## src/rtl/dspasp_pkg.sv

```systemverilog
// Operation
// - Round stage is combinational, result in the same cycle as the store
// - round_mode_select in core_control_reg picks biased or convergent rounding
// - Round stage hands a 16-bit 1.15 word to write saturation
// - No rounding: store accumulator bits 31..16, drop the low word
// - Conventional: add bit 15 zero-extended to bits 31..16
// - Convergent: low word 0x8000 increments only when bit 16 is one
// - Truncated and rounded accumulator stores go out the X bus via saturation
// - Multiply-accumulate write-back is always rounded, to combined X/Y space
// - Write saturation never alters the source accumulator
// - Saturation uses rounded word, accumulator overflow and round adder overflow
// - Saturation enabled: values above 0x007FFF become 0x7FFF
// - Saturation enabled: values below 0xFF8000 become 0x8000
// - Accumulator bit 39 is the operand sign for the saturation test
// - Saturation disabled: round output passes unaltered
// - Shifter does arithmetic/logical right or left shifts to 16 in one cycle
// - Shift operand is accumulator A, accumulator B or X bus data
// - Signed amount: positive right, negative left, zero unchanged
// - 40-bit shifter, 40-bit DSP result and 16-bit MCU result
// - X data sits at positions 16..31 for right, 0..15 for left
// - Write-back stores rounded high word of the non-target accumulator
package dspasp_pkg;
   localparam int ACC_W = 40;
   localparam int ADDR_W = 6;
   localparam logic [5:0] OFF_CTRL = 6'h00;
   localparam logic [5:0] OFF_ACCA_LO = 6'h04;
   localparam logic [5:0] OFF_ACCA_HI = 6'h08;
   localparam logic [5:0] OFF_ACCB_LO = 6'h0C;
   localparam logic [5:0] OFF_ACCB_HI = 6'h10;
   localparam logic [5:0] OFF_STORE = 6'h14;
   localparam logic [5:0] OFF_STATUS = 6'h18;
   localparam logic [5:0] OFF_SHIFT = 6'h1C;
   localparam logic [5:0] OFF_SHRES_LO = 6'h20;
   localparam logic [5:0] OFF_SHRES_HI = 6'h24;
   localparam logic [5:0] OFF_SHRES16 = 6'h28;
   localparam int CTRL_ROUND_MODE_BIT = 0;
   localparam int CTRL_SAT_EN_BIT = 1;
   localparam int STO_OP_LSB = 0;
   localparam int STO_TGT_BIT = 2;
   localparam int STAT_WORD_LSB = 0;
   localparam int STAT_SAT_BIT = 16;
   localparam int STAT_ADD_BIT = 17;
   localparam int STAT_SRC_BIT = 18;
   localparam int SH_AMT_LSB = 0;
   localparam int SH_SRC_LSB = 8;
   localparam int SH_LOGIC_BIT = 10;
   localparam logic CTRL_ROUND_MODE_RST = 1'b0;
   localparam logic CTRL_SAT_EN_RST = 1'b0;
   localparam logic [15:0] HALF_LSW = 16'h8000;
   localparam logic [15:0] SAT_POS = 16'h7FFF;
   localparam logic [15:0] SAT_NEG = 16'h8000;
   localparam logic [23:0] SAT_HI_LIM = 24'h007FFF;
   localparam logic [23:0] SAT_LO_LIM = 24'hFF8000;
   localparam logic [5:0] SHIFT_MAX = 6'h10;

   typedef enum logic [0:0] {BUS_ACK = 1'b0, BUS_WAIT = 1'b1} dspasp_bus_e;
   typedef enum logic [1:0] {
      SOP_TRUNC = 2'h0,
      SOP_ROUND = 2'h1,
      SOP_MACWB = 2'h2,
      SOP_NONE  = 2'h3
   } dspasp_sop_e;
   typedef enum logic [1:0] {
      SRC_ACCA = 2'h0,
      SRC_ACCB = 2'h1,
      SRC_XBUS = 2'h2,
      SRC_NONE = 2'h3
   } dspasp_src_e;

   function automatic logic [39:0] pick_acc(input logic [39:0] a,
                                            input logic [39:0] b,
                                            input logic        sel_b);
      pick_acc = sel_b ? b : a;
   endfunction

   function automatic logic [31:0] merge_be(input logic [31:0] old,
                                            input logic [31:0] nw,
                                            input logic [3:0]  be);
      for (int i = 0; i < 4; i++)
      begin
         merge_be[8*i +: 8] = be[i] ? nw[8*i +: 8] : old[8*i +: 8];
      end
   endfunction
endpackage

```

## src/rtl/dspasp_round.sv

```systemverilog
`timescale 1ns/1ns
module dspasp_round (
   input  wire logic [39:0] acc,
   input  wire logic        round_en,
   input  wire logic        conv,
   input  wire logic        sat_en,
   output logic      [15:0] round_word,
   output logic      [24:0] wide,
   output logic             add_ovf,
   output logic             src_ovf,
   output logic             sat_hit,
   output logic      [15:0] mem_word
);
   import dspasp_pkg::*;
   logic inc;
   logic pos;
   logic neg;
   always_comb
   begin
      inc = 1'b0;
      if (round_en)
      begin
         if (conv && acc[15:0] == HALF_LSW)
            inc = acc[16];
         else
            inc = acc[15];
      end
      round_word = acc[31:16] + {15'h0000, inc};
      wide = {acc[39], acc[39:16]} + {24'h000000, inc};
      add_ovf = inc && (acc[31:16] == SAT_POS);
      src_ovf = (|acc[39:31]) && !(&acc[39:31]);
      pos = !acc[39] && (src_ovf || add_ovf);
      neg = acc[39] && ($signed(wide) < $signed({SAT_LO_LIM[23], SAT_LO_LIM}));
      sat_hit = sat_en && (pos || neg);
      mem_word = round_word;
      if (sat_en && pos)
         mem_word = SAT_POS;
      else if (sat_en && neg)
         mem_word = SAT_NEG;
   end
endmodule // dspasp_round

```

## src/rtl/dspasp_shift.sv

```systemverilog
`timescale 1ns/1ns
module dspasp_shift (
   input  wire logic [39:0] opnd,
   input  wire logic [5:0]  amt,
   input  wire logic        logic_sh,
   output logic      [39:0] res
);
   import dspasp_pkg::*;
   logic [5:0] mag;
   always_comb
   begin
      mag = amt[5] ? 6'(-amt) : amt;
      if (mag > SHIFT_MAX)
         mag = SHIFT_MAX;
      if (amt[5])
         res = opnd << mag;
      else if (logic_sh)
         res = opnd >> mag;
      else
         res = 40'($signed(opnd) >>> mag);
   end
endmodule // dspasp_shift

```

## src/rtl/dspasp_top.sv

```systemverilog
// Design decisions made here: the Avalon-MM register port and the register addresses.
`timescale 1ns/1ns
module dspasp_top (
   input  wire logic                         CLK,
   input  wire logic                         RESETN,
   input  wire logic [dspasp_pkg::ADDR_W-1:0] AVS_ADDRESS,
   input  wire logic                         AVS_READ,
   input  wire logic                         AVS_WRITE,
   input  wire logic [31:0]                  AVS_WRITEDATA,
   input  wire logic [3:0]                   AVS_BYTEENABLE,
   output logic      [31:0]                  AVS_READDATA,
   output logic                              AVS_WAITREQUEST,
   input  wire logic [15:0]                  XR_DATA,
   output logic      [15:0]                  XW_DATA,
   output logic                              XW_STB,
   output logic                              XW_MACWB
);
   import dspasp_pkg::*;

   typedef struct packed {
      dspasp_bus_e bus;
      logic [31:0] rdata;
      logic        round_mode_select;
      logic        data_write_sat_enable;
      logic [39:0] acca;
      logic [39:0] accb;
      logic [15:0] xw_data;
      logic        xw_stb;
      logic        xw_macwb;
      logic [15:0] st_word;
      logic        st_sat;
      logic        st_add;
      logic        st_src;
      logic [39:0] sh_res;
      logic [15:0] sh_res16;
   } dspasp_top_s;

   dspasp_top_s q;
   dspasp_top_s d;

   logic        take;
   logic        wr_go;
   logic        st_go;
   logic        sh_go;
   dspasp_sop_e sop;
   logic        sel_b;
   logic [39:0] st_acc;
   logic        round_en;
   logic [15:0] round_word;
   logic [24:0] wide;
   logic        add_ovf;
   logic        src_ovf;
   logic        sat_hit;
   logic [15:0] mem_word;
   dspasp_src_e sh_src;
   logic [5:0]  sh_amt;
   logic        sh_lg;
   logic [15:0] xfill;
   logic [39:0] sh_opnd;
   logic [39:0] sh_out;
   logic [31:0] rd;
   logic [31:0] hi_a;
   logic [31:0] hi_b;

   // A transfer completes on the cycle the slave shows waitrequest low
   assign take = q.bus == BUS_ACK;
   assign wr_go = AVS_WRITE && take;
   assign st_go = wr_go && AVS_ADDRESS == OFF_STORE;
   assign sh_go = wr_go && AVS_ADDRESS == OFF_SHIFT;

   assign sop = dspasp_sop_e'(AVS_WRITEDATA[STO_OP_LSB +: 2]);
   assign sel_b = AVS_WRITEDATA[STO_TGT_BIT] ^ (sop == SOP_MACWB);
   assign st_acc = pick_acc(q.acca, q.accb, sel_b);
   assign round_en = sop != SOP_TRUNC;

   dspasp_round u_round (
      .acc        (st_acc),
      .round_en   (round_en),
      .conv       (!q.round_mode_select),
      .sat_en     (q.data_write_sat_enable),
      .round_word (round_word),
      .wide       (wide),
      .add_ovf    (add_ovf),
      .src_ovf    (src_ovf),
      .sat_hit    (sat_hit),
      .mem_word   (mem_word)
   );

   assign sh_src = dspasp_src_e'(AVS_WRITEDATA[SH_SRC_LSB +: 2]);
   assign sh_amt = AVS_WRITEDATA[SH_AMT_LSB +: 6];
   assign sh_lg = AVS_WRITEDATA[SH_LOGIC_BIT];
   assign xfill = {16{XR_DATA[15] && !sh_lg}};

   always_comb
   begin
      case (sh_src)
         SRC_ACCA:
            sh_opnd = q.acca;
         SRC_ACCB:
            sh_opnd = q.accb;
         SRC_XBUS:
         begin
            if (sh_amt[5])
               sh_opnd = {xfill[7:0], xfill, XR_DATA};
            else
               sh_opnd = {xfill[7:0], XR_DATA, 16'h0000};
         end
         default:
            sh_opnd = 40'h0000000000;
      endcase
   end

   dspasp_shift u_shift (
      .opnd     (sh_opnd),
      .amt      (sh_amt),
      .logic_sh (sh_lg),
      .res      (sh_out)
   );

   assign hi_a = {24'h000000, q.acca[39:32]};
   assign hi_b = {24'h000000, q.accb[39:32]};

   always_comb
   begin
      case (AVS_ADDRESS)
         OFF_CTRL:
            rd = {30'h00000000, q.data_write_sat_enable, q.round_mode_select};
         OFF_ACCA_LO:
            rd = q.acca[31:0];
         OFF_ACCA_HI:
            rd = hi_a;
         OFF_ACCB_LO:
            rd = q.accb[31:0];
         OFF_ACCB_HI:
            rd = hi_b;
         OFF_STATUS:
            rd = {13'h0000, q.st_src, q.st_add, q.st_sat, q.st_word};
         OFF_SHRES_LO:
            rd = q.sh_res[31:0];
         OFF_SHRES_HI:
            rd = {24'h000000, q.sh_res[39:32]};
         OFF_SHRES16:
            rd = {16'h0000, q.sh_res16};
         default:
            rd = 32'h00000000;
      endcase
   end

   always_comb
   begin
      logic [31:0] m;
      m = 32'h00000000;
      d = q;
      d.xw_stb = 1'b0;
      d.xw_macwb = 1'b0;
      if ((AVS_READ || AVS_WRITE) && q.bus == BUS_WAIT)
      begin
         d.bus = BUS_ACK;
         if (AVS_READ)
            d.rdata = rd;
      end
      else
      begin
         d.bus = BUS_WAIT;
      end
      if (wr_go)
      begin
         case (AVS_ADDRESS)
            OFF_CTRL:
            begin
               if (AVS_BYTEENABLE[0])
               begin
                  d.round_mode_select = AVS_WRITEDATA[CTRL_ROUND_MODE_BIT];
                  d.data_write_sat_enable = AVS_WRITEDATA[CTRL_SAT_EN_BIT];
               end
            end
            OFF_ACCA_LO:
               d.acca[31:0] = merge_be(q.acca[31:0], AVS_WRITEDATA, AVS_BYTEENABLE);
            OFF_ACCA_HI:
            begin
               m = merge_be(hi_a, AVS_WRITEDATA, AVS_BYTEENABLE);
               d.acca[39:32] = m[7:0];
            end
            OFF_ACCB_LO:
               d.accb[31:0] = merge_be(q.accb[31:0], AVS_WRITEDATA, AVS_BYTEENABLE);
            OFF_ACCB_HI:
            begin
               m = merge_be(hi_b, AVS_WRITEDATA, AVS_BYTEENABLE);
               d.accb[39:32] = m[7:0];
            end
            OFF_STATUS:
            begin
               // Write one clears a sticky flag
               if (AVS_BYTEENABLE[2])
               begin
                  d.st_sat = q.st_sat && !AVS_WRITEDATA[STAT_SAT_BIT];
                  d.st_add = q.st_add && !AVS_WRITEDATA[STAT_ADD_BIT];
                  d.st_src = q.st_src && !AVS_WRITEDATA[STAT_SRC_BIT];
               end
            end
            OFF_STORE:
            begin
               if (sop != SOP_NONE)
               begin
                  d.xw_data = mem_word;
                  d.xw_stb = 1'b1;
                  d.xw_macwb = sop == SOP_MACWB;
                  d.st_word = mem_word;
                  // Sticky flags, setting wins over clearing
                  d.st_sat = q.st_sat || sat_hit;
                  d.st_add = q.st_add || add_ovf;
                  d.st_src = q.st_src || src_ovf;
               end
            end
            OFF_SHIFT:
            begin
               if (sh_src != SRC_NONE)
               begin
                  d.sh_res = sh_out;
                  d.sh_res16 = sh_amt[5] ? sh_out[15:0] : sh_out[31:16];
               end
            end
            default:
            begin
               d.sh_res = q.sh_res;
            end
         endcase
      end
   end

   always_ff @(posedge CLK)
   begin
      if (!RESETN)
         q <= '{bus: BUS_WAIT, round_mode_select: CTRL_ROUND_MODE_RST,
                data_write_sat_enable: CTRL_SAT_EN_RST, default: '0};
      else
         q <= d;
   end

   assign AVS_READDATA = q.rdata;
   assign AVS_WAITREQUEST = q.bus;
   assign XW_DATA = q.xw_data;
   assign XW_STB = q.xw_stb;
   assign XW_MACWB = q.xw_macwb;
endmodule // dspasp_top
```

## config.mk

```make
export PLATFORM = sky130hd
export DESIGN_NAME = dspasp_top
export DESIGN_NICKNAME = d
export VERILOG_FILES = /design/src/rtl/dspasp_pkg.sv /design/src/rtl/dspasp_round.sv /design/src/rtl/dspasp_shift.sv /design/src/rtl/dspasp_top.sv
export SDC_FILE = /design/constraint.sdc
export NUM_CORES = 1
export LEC_CHECK = 0
export BUFFER_PORTS_ARGS = -buffer_cell sky130_fd_sc_hd__buf_2
export CAP_MARGIN = 20
export CELL_PAD_IN_SITES_DETAIL_PLACEMENT = 0
export CELL_PAD_IN_SITES_GLOBAL_PLACEMENT = 2
export CORE_UTILIZATION = 36
export DETAILED_ROUTE_END_ITERATION = 8
export PLACE_DENSITY_LB_ADDON = 0.15
export SLEW_MARGIN = 20
export SYNTH_ARGS = -nofsm -noshare
export SYNTH_HDL_FRONTEND = slang
export SYNTH_SLANG_ARGS = --single-unit
export TNS_END_PERCENT = 20
```

## constraint.sdc

```tcl
create_clock -name CLK -period 5.2 [get_ports CLK]
set_input_delay 0.26 -clock CLK [delete_from_list [all_inputs] [get_ports CLK]]
set_output_delay 0.26 -clock CLK [all_outputs]
set_load 0.03 [all_outputs]
```

Word-level counts from Yosys, hierarchy flattened

Cells that the tools add are included.
W data, S select, Z words.

Bits in registers: 192
Bits in latches: 0
RAM bits: 0
Memory bits (read-only): 0
Input port bits: 62
Output and inout port bits: 51
Memories: 0

$add $sub $neg: 3
$mul: 0
Divide/modulo/power cells: 0
Order comparisons: 2
Eq/ne operators: 19
Shift operators: 3
Multiplexer cells: 17
Bitwise logic cells: 2
Reduce and logical (&&, ||, !) cells: 50

Operators by type and width:

| operator               | number |
|---|---|
| $pmux W32 S9           | 1 |
| $mux W40               | 3 |
| $pmux W40 S3           | 1 |
| $mux W16               | 3 |
| $reduce_and A3 Y1      | 14 |
| $shl A40 B6 Y40        | 1 |
| $shr A40 B6 Y40        | 1 |
| $sshr A40 B6 Y40       | 1 |
| $mux W32               | 1 |
| $add A24 B2 Y25        | 1 |
| $lt A25 B16 Y1 const B | 1 |
| $eq A6 B5 Y1 const B   | 4 |
| $mux W21               | 1 |
| $eq A6 B6 Y1 const B   | 3 |
| $add A16 B1 Y16        | 1 |
| $eq A16 B15 Y1 const B | 1 |
| $eq A16 B16 Y1 const B | 1 |
| $logic_and A1 B1 Y1    | 14 |
| $eq A6 B4 Y1 const B   | 2 |
| $mux W6                | 2 |
| $reduce_and A9 Y1      | 1 |
| $reduce_or A9 Y1       | 1 |
| $reduce_and A4 Y1      | 2 |
| $logic_not A1 Y1       | 7 |
| 17 further kinds       | 28 |

Depth between registers and ports, before layout

Depth after elaboration: 15
Depth in mapped cells: 19
Depth with buffers taken out: 15

Modules after synthesis

A second synthesis with hierarchy kept.

Cells, all modules: 2127
Area total of the unflattened synthesis: 16293.1 µm²

By module, submodules not included:

| module       | times used | cells each | area each (µm²) |
|---|---|---|---|
| dspasp_top   | 1          | 1126       | 9559.2 |
| dspasp_shift | 1          | 853        | 5696.7 |
| dspasp_round | 1          | 148        | 1037.2 |

Least setup slack after synthesis

OpenSTA, ideal clock, no wires.

Path type: input to register
Start point: in AVS_WRITEDATA[0]
End point: reg q[64] (netlist name)
Arrival time: 3.856 ns
Setup slack: 1.266 ns
Stages on the path: 18
Path buffers: 4
Cell sequence: inv_1 clkbuf_1 ha_1 xor2_1 buf_2 mux2_2 o31ai_1 inv_1 ha_1 ha_1 and2_1 clkbuf_1 nand3_1 xnor2_1 a211oi_1 o21ai_1 buf_2 nor3_1

Longest elaborated chain between the ends: 13
Elaborated cells on any way between the ends: 27
Those cells by class: add/sub: 2; order compare: 1; eq/ne: 4; mux: 5; bitwise: 1; reduce/logical: 14

Ends and longest elaborated chain:

| element              | line               | source |
|---|---|---|
| start, declared      | dspasp_top.sv:9    | `input wire logic [31:0] AVS_WRITEDATA,` |
| $eq A2 B2 Y1         | dspasp_top.sv:72   | `assign sel_b = AVS_WRITEDATA[STO_TGT_BIT] ^ (sop == SOP_MACWB);` |
| $xor A1 B1 Y1        | dspasp_top.sv:72   |  |
| $mux W40             | dspasp_pkg.sv:73   | `pick_acc = sel_b ? b : a;` |
| $eq A16 B16 Y1       | dspasp_round.sv:23 | `if (conv && acc[15:0] == HALF_LSW)` |
| $logic_and A1 B1 Y1  | dspasp_round.sv:23 |  |
| $mux W1              | dspasp_round.sv:23 |  |
| $mux W1              | dspasp_round.sv:21 | `if (round_en)` |
| $add A24 B2 Y25      | dspasp_round.sv:29 | `wide = {acc[39], acc[39:16]} + {24'h000000, inc};` |
| $lt A25 B16 Y1       | dspasp_round.sv:33 | `neg = acc[39] && ($signed(wide) < $signed({SAT_LO_LIM[23], SAT_LO_LIM}));` |
| $logic_and A1 B1 Y1  | dspasp_round.sv:33 |  |
| $logic_and A1 B1 Y1  | dspasp_round.sv:38 | `else if (sat_en && neg)` |
| $mux W16             | dspasp_round.sv:38 |  |
| $mux W16             | dspasp_round.sv:36 | `if (sat_en && pos)` |
| end signal, assigned | dspasp_top.sv:234  | `q <= '{bus: BUS_WAIT, round_mode_select: CTRL_ROUND_MODE_RST,` |
| end, declared        | dspasp_top.sv:38   | `dspasp_top_s q;` |

Parallel ways exist; a longest one is shown, timed or not.
A chain may end at the register's enable or synchronous reset.

Final worst setup path

Start point: in AVS_WRITEDATA[0]
End point: reg q[28] (netlist name)

Longest elaborated chain between the ends: 7
Elaborated cells on any way between the ends: 9
Those cells by class: add/sub: 1; order compare: 1; shift: 3; mux: 4

Ends and longest elaborated chain:

| element                                             | line                                   | source |
|---|---|---|
| $neg A6 Y6                                          | dspasp_shift.sv:12                     | `mag = amt[5] ? 6'(-amt) : amt;` |
| $mux W6 *                                           | dspasp_shift.sv:12                     |  |
| $gt A6 B5 Y1                                        | dspasp_shift.sv:13                     | `if (mag > SHIFT_MAX)` |
| $mux W6 *                                           | dspasp_shift.sv:13                     |  |
| $sshr A40 B6 Y40 or $shr A40 B6 Y40 (tied branches) | dspasp_shift.sv:20, dspasp_shift.sv:18 |  |
| $mux W40                                            | dspasp_shift.sv:17                     | `else if (logic_sh)` |
| $mux W40 *                                          | dspasp_shift.sv:15                     | `if (amt[5])` |

Every way passes the cells marked *; elsewhere a longest branch is shown, timed or not.

==> metrics.md <==
| Metric | Value |
|---|---|
| Outcome | `finished clean` |
| Setup tns final | `0 ps` |
| Pwr Density | `243 nW/um^2` |
| CTS tree | `built` |
| CP most frequent cell | `buf_4` |
| CTS Root Cell | `clkbuf_16` |
| Max Transition Viols Final | `0` |
| Fmax achieved | `0.225 GHz` |
| CP top delay family | `compound AO/OA/AOI/OAI gates` |
| Hpwl dp | `71200 um` |
| Worst Setup Slack, final | `746 ps` |
| Rel. slew slack | `23.4%` |
| CTS buffer count | `17` |
| R2R Path Start | `q[108]` |
| Pleak | `6.18 nW` |
| PortBufs | `112` |
| Via density | `6.86` |
| Final cycle utilization of the critical path | `85.7%` |
| Seq/Total Area, Yosys | `25.1%` |
| GR Util met1 | `54.3%` |
| Crit path largest cell delay | `730 ps` |
| Final worst path period need | `4450 ps` |
| Final cell count without fillers | `2672` |
| Net count after synthesis | `2150` |
| Die area | `43400 um^2` |
| GRT Total Usage | `41.8%` |
| Post-CTS Setup Bufs | `0` |
| Synth Area in XOR/XNOR | `1.36%` |
| RePlAce Congestion | `1.05` |
| Row count | `75` |
| Clk_skew | `19.4 ps` |
| Vias in the first global route | `17000` |
| Initial Util | `36.5%` |
| Final #Nets | `2187` |
| GR Layer Usage met2 | `64.5%` |
| DR vias | `18300` |
| Clock Latency Late Sink | `480 ps` |
| Synth-to-Final Area Change | `12.1%` |
| Crit-path cells | `buf_2, inv_1, ha_1, or3b_4, a2111o_2, buf_4, mux4_2, nor2_1, a21oi_1, a221oi_1, buf_4, a31oi_1` |
| Die Ht | `208 um` |
| Antenna Cells | `0` |
| Clock-pin slew on the worst setup and hold paths | `80 ps` |
| CP startpoint | `AVS_WRITEDATA[0]` |
| Crit. End Element | `flop` |
| Gr ovfl total | `0` |
| Initial antenna violation count | `3` |
| Grt peak-use layer | `met2` |
| DRT antenna net count | `0` |
| Worst-Margin Slew | `1140 ps` |
| CP max stage cell | `a2111o_2` |
| Hold/Removal Path Class | `primary input to flop` |
| CP bufs+invs | `4` |
| Setup Slack @ Placement | `438 ps` |
| Post-synthesis compound-gate area fraction | `30.3%` |
| Layout cells sized above 1 | `15.8%` |
| Dominant synthesized flop cell | `dfxtp_1` |
| Main combinational cell family by area after synthesis | `compound AO/OA/AOI/OAI gates` |
| Met3 Track Usage GR | `5.71%` |
| Maximum root-to-sink buffer count | `2` |
| Mean Syn Cell Area | `7.35 um^2` |
| Largest net degree at the start of global routing | `67` |
| Placed cells | `2639` |
| Drt wl/cell | `34.7 um` |
| Post-synth EDFFs | `0` |
| Yosys reg bits | `192` |
| Post-synthesis simple-gate area fraction | `22.8%` |
| Worst Setup Start Kind | `primary input` |
| Global-route wire length before repair | `130000 um` |
| Netlist cell types | `96` |
| Post-Route WL | `92700 um` |
| Clock Sinks | `192` |
| Worst Path Required | `5550 ps` |
| Final Hold Violating Endpoints | `0` |
| IO Count | `113` |
| Core ar. | `41900 um^2` |
| Worst path arrival time | `4800 ps` |
| Mapped Cells | `2083` |
| Area of the mapped netlist | `15300 um^2` |
| Die width | `208 um` |
| RSZ-0062 raised after global routing | `no` |
| Fraction of synthesized area in multiplexers | `12.4%` |
| Adder-Cell Fraction of Synth Area | `0.409%` |
| Final Setup Violations | `0` |
| DR pass1 iterations | `6` |
| Starting DRT DRC Count | `2811` |
| Max FO, Critical Path | `28` |
| Setup CP Type | `primary input to flop` |
| DRC violations left | `0` |
| H-tree levels | `4` |
| Asr flop ratio synth | `0%` |
| Synthesis Warnings | `0` |
| Max cap viols | `0` |
| Peak VDD IR | `0.208 mV` |
| Hold_sp | `AVS_READ` |
## registers in the layout (all words and copies together) (netlist names)
| name | flops |
|---|---|
| hi_b | 8 |
| AVS_READDATA | 32 |
| AVS_WAITREQUEST | 1 |
| hi_a | 8 |
| XW_MACWB | 1 |
| XW_STB | 1 |
| q | 141 |
## path summary, 6_finish.rpt
path	end	slack (ps)	depth (start not counted)
hold / removal	AVS_WAITREQUEST	10	2
setup / recovery	q[28]	750	12
hold reg to reg	AVS_WAITREQUEST	460	1
setup reg to reg	q[66]	1540	14
## layout by cell type, fill, tap and decap left out, types with 17 or more instances in the layout
| cell type | count |
|---|---|
| a221oi_1 | 23 |
| mux2i_1 | 160 |
| a22oi_1 | 54 |
| nand2_1 | 151 |
| o31ai_1 | 19 |
| a31oi_1 | 32 |
| nand3_1 | 57 |
| clkbuf_16 | 17 |
| nor3_1 | 86 |
| o22ai_1 | 32 |
| dfxtp_1 | 192 |
| a211oi_1 | 53 |
| nor2_1 | 309 |
| buf_4 | 115 |
| o21ai_0 | 104 |
| buf_2 | 112 |
| a21oi_1 | 222 |
| nand2b_1 | 24 |
## cells by family (layout without fill, tap and decap cells)
group                    after synthesis  after routing
AND/OR/NAND/NOR                      750            750
buffers and inverters                234            284
flip-flops                           192            192
adder cells (fa/ha/maj)                5              5
AO/OA/AOI/OAI                        700            700
multiplexers                         179            179
XOR/XNOR                              23             23
## routing by layer
layer  wire [um]  share of wire [%]
met1       37000                 40
met2       40300                 43
met3        8270                8.9
met4        7120                7.7
met5          24              0.026
## where the power goes
| part | internal (mW) | switching, mW |
|---|---|---|
| Combinational | 0.359 | 0.903 |
| Clock | 0.676 | 0.763 |
| Sequential | 1.47 | 0.00283 |
| Total | 2.51 | 1.67 |
## through the flow
stage          hold slack [ps]  util [%]  cell area [um^2]  total power, mW
3_3_place_gp               436      39.3             16500             2.73
3_5_place_dp               453      39.4             16500             2.71
6_report                  13.5      40.9             17200             4.17
2_1_floorplan              376         -             15300             2.17
5_1_grt                   22.8      40.9             17200             4.26
4_1_cts                   9.21      40.9             17200             4.12
## cell type report
cell class	count	area [um^2]
Fill cell	4474	24800
Multi-Input combinational cell	1657	10400
Sequential cell	192	3840
Timing Repair Buffer	234	1550
Tap cell	539	674
Clock buffer	17	425
Clock inverter	15	216
Inverter	18	70.1
## repair_timing
action,in CTS,in global routing
endpoints found under the hold margin,1,0
resized for setup,0,0
hold buffers,1,0
setup endpoints to repair,0,0
## cells in the mapped netlist, drive strengths merged, types with 22 or more instances
cell	number	share of area, %
buf	114	4.6
o21ai	110	3.6
nand2b	24	0.98
a31oi	32	1.3
mux2i	160	10
a22oi	54	2.6
a21oi	225	7.4
nand2	152	3.7
o22ai	32	1.3
nor4	22	1.2
nand3	57	1.9
nor3	89	2.9
nor2	315	7.8
dfxtp	192	25
a211oi	56	2.8
clkbuf	102	2.5
a221oi	23	1.3
(Power assumes the default switching activity.)
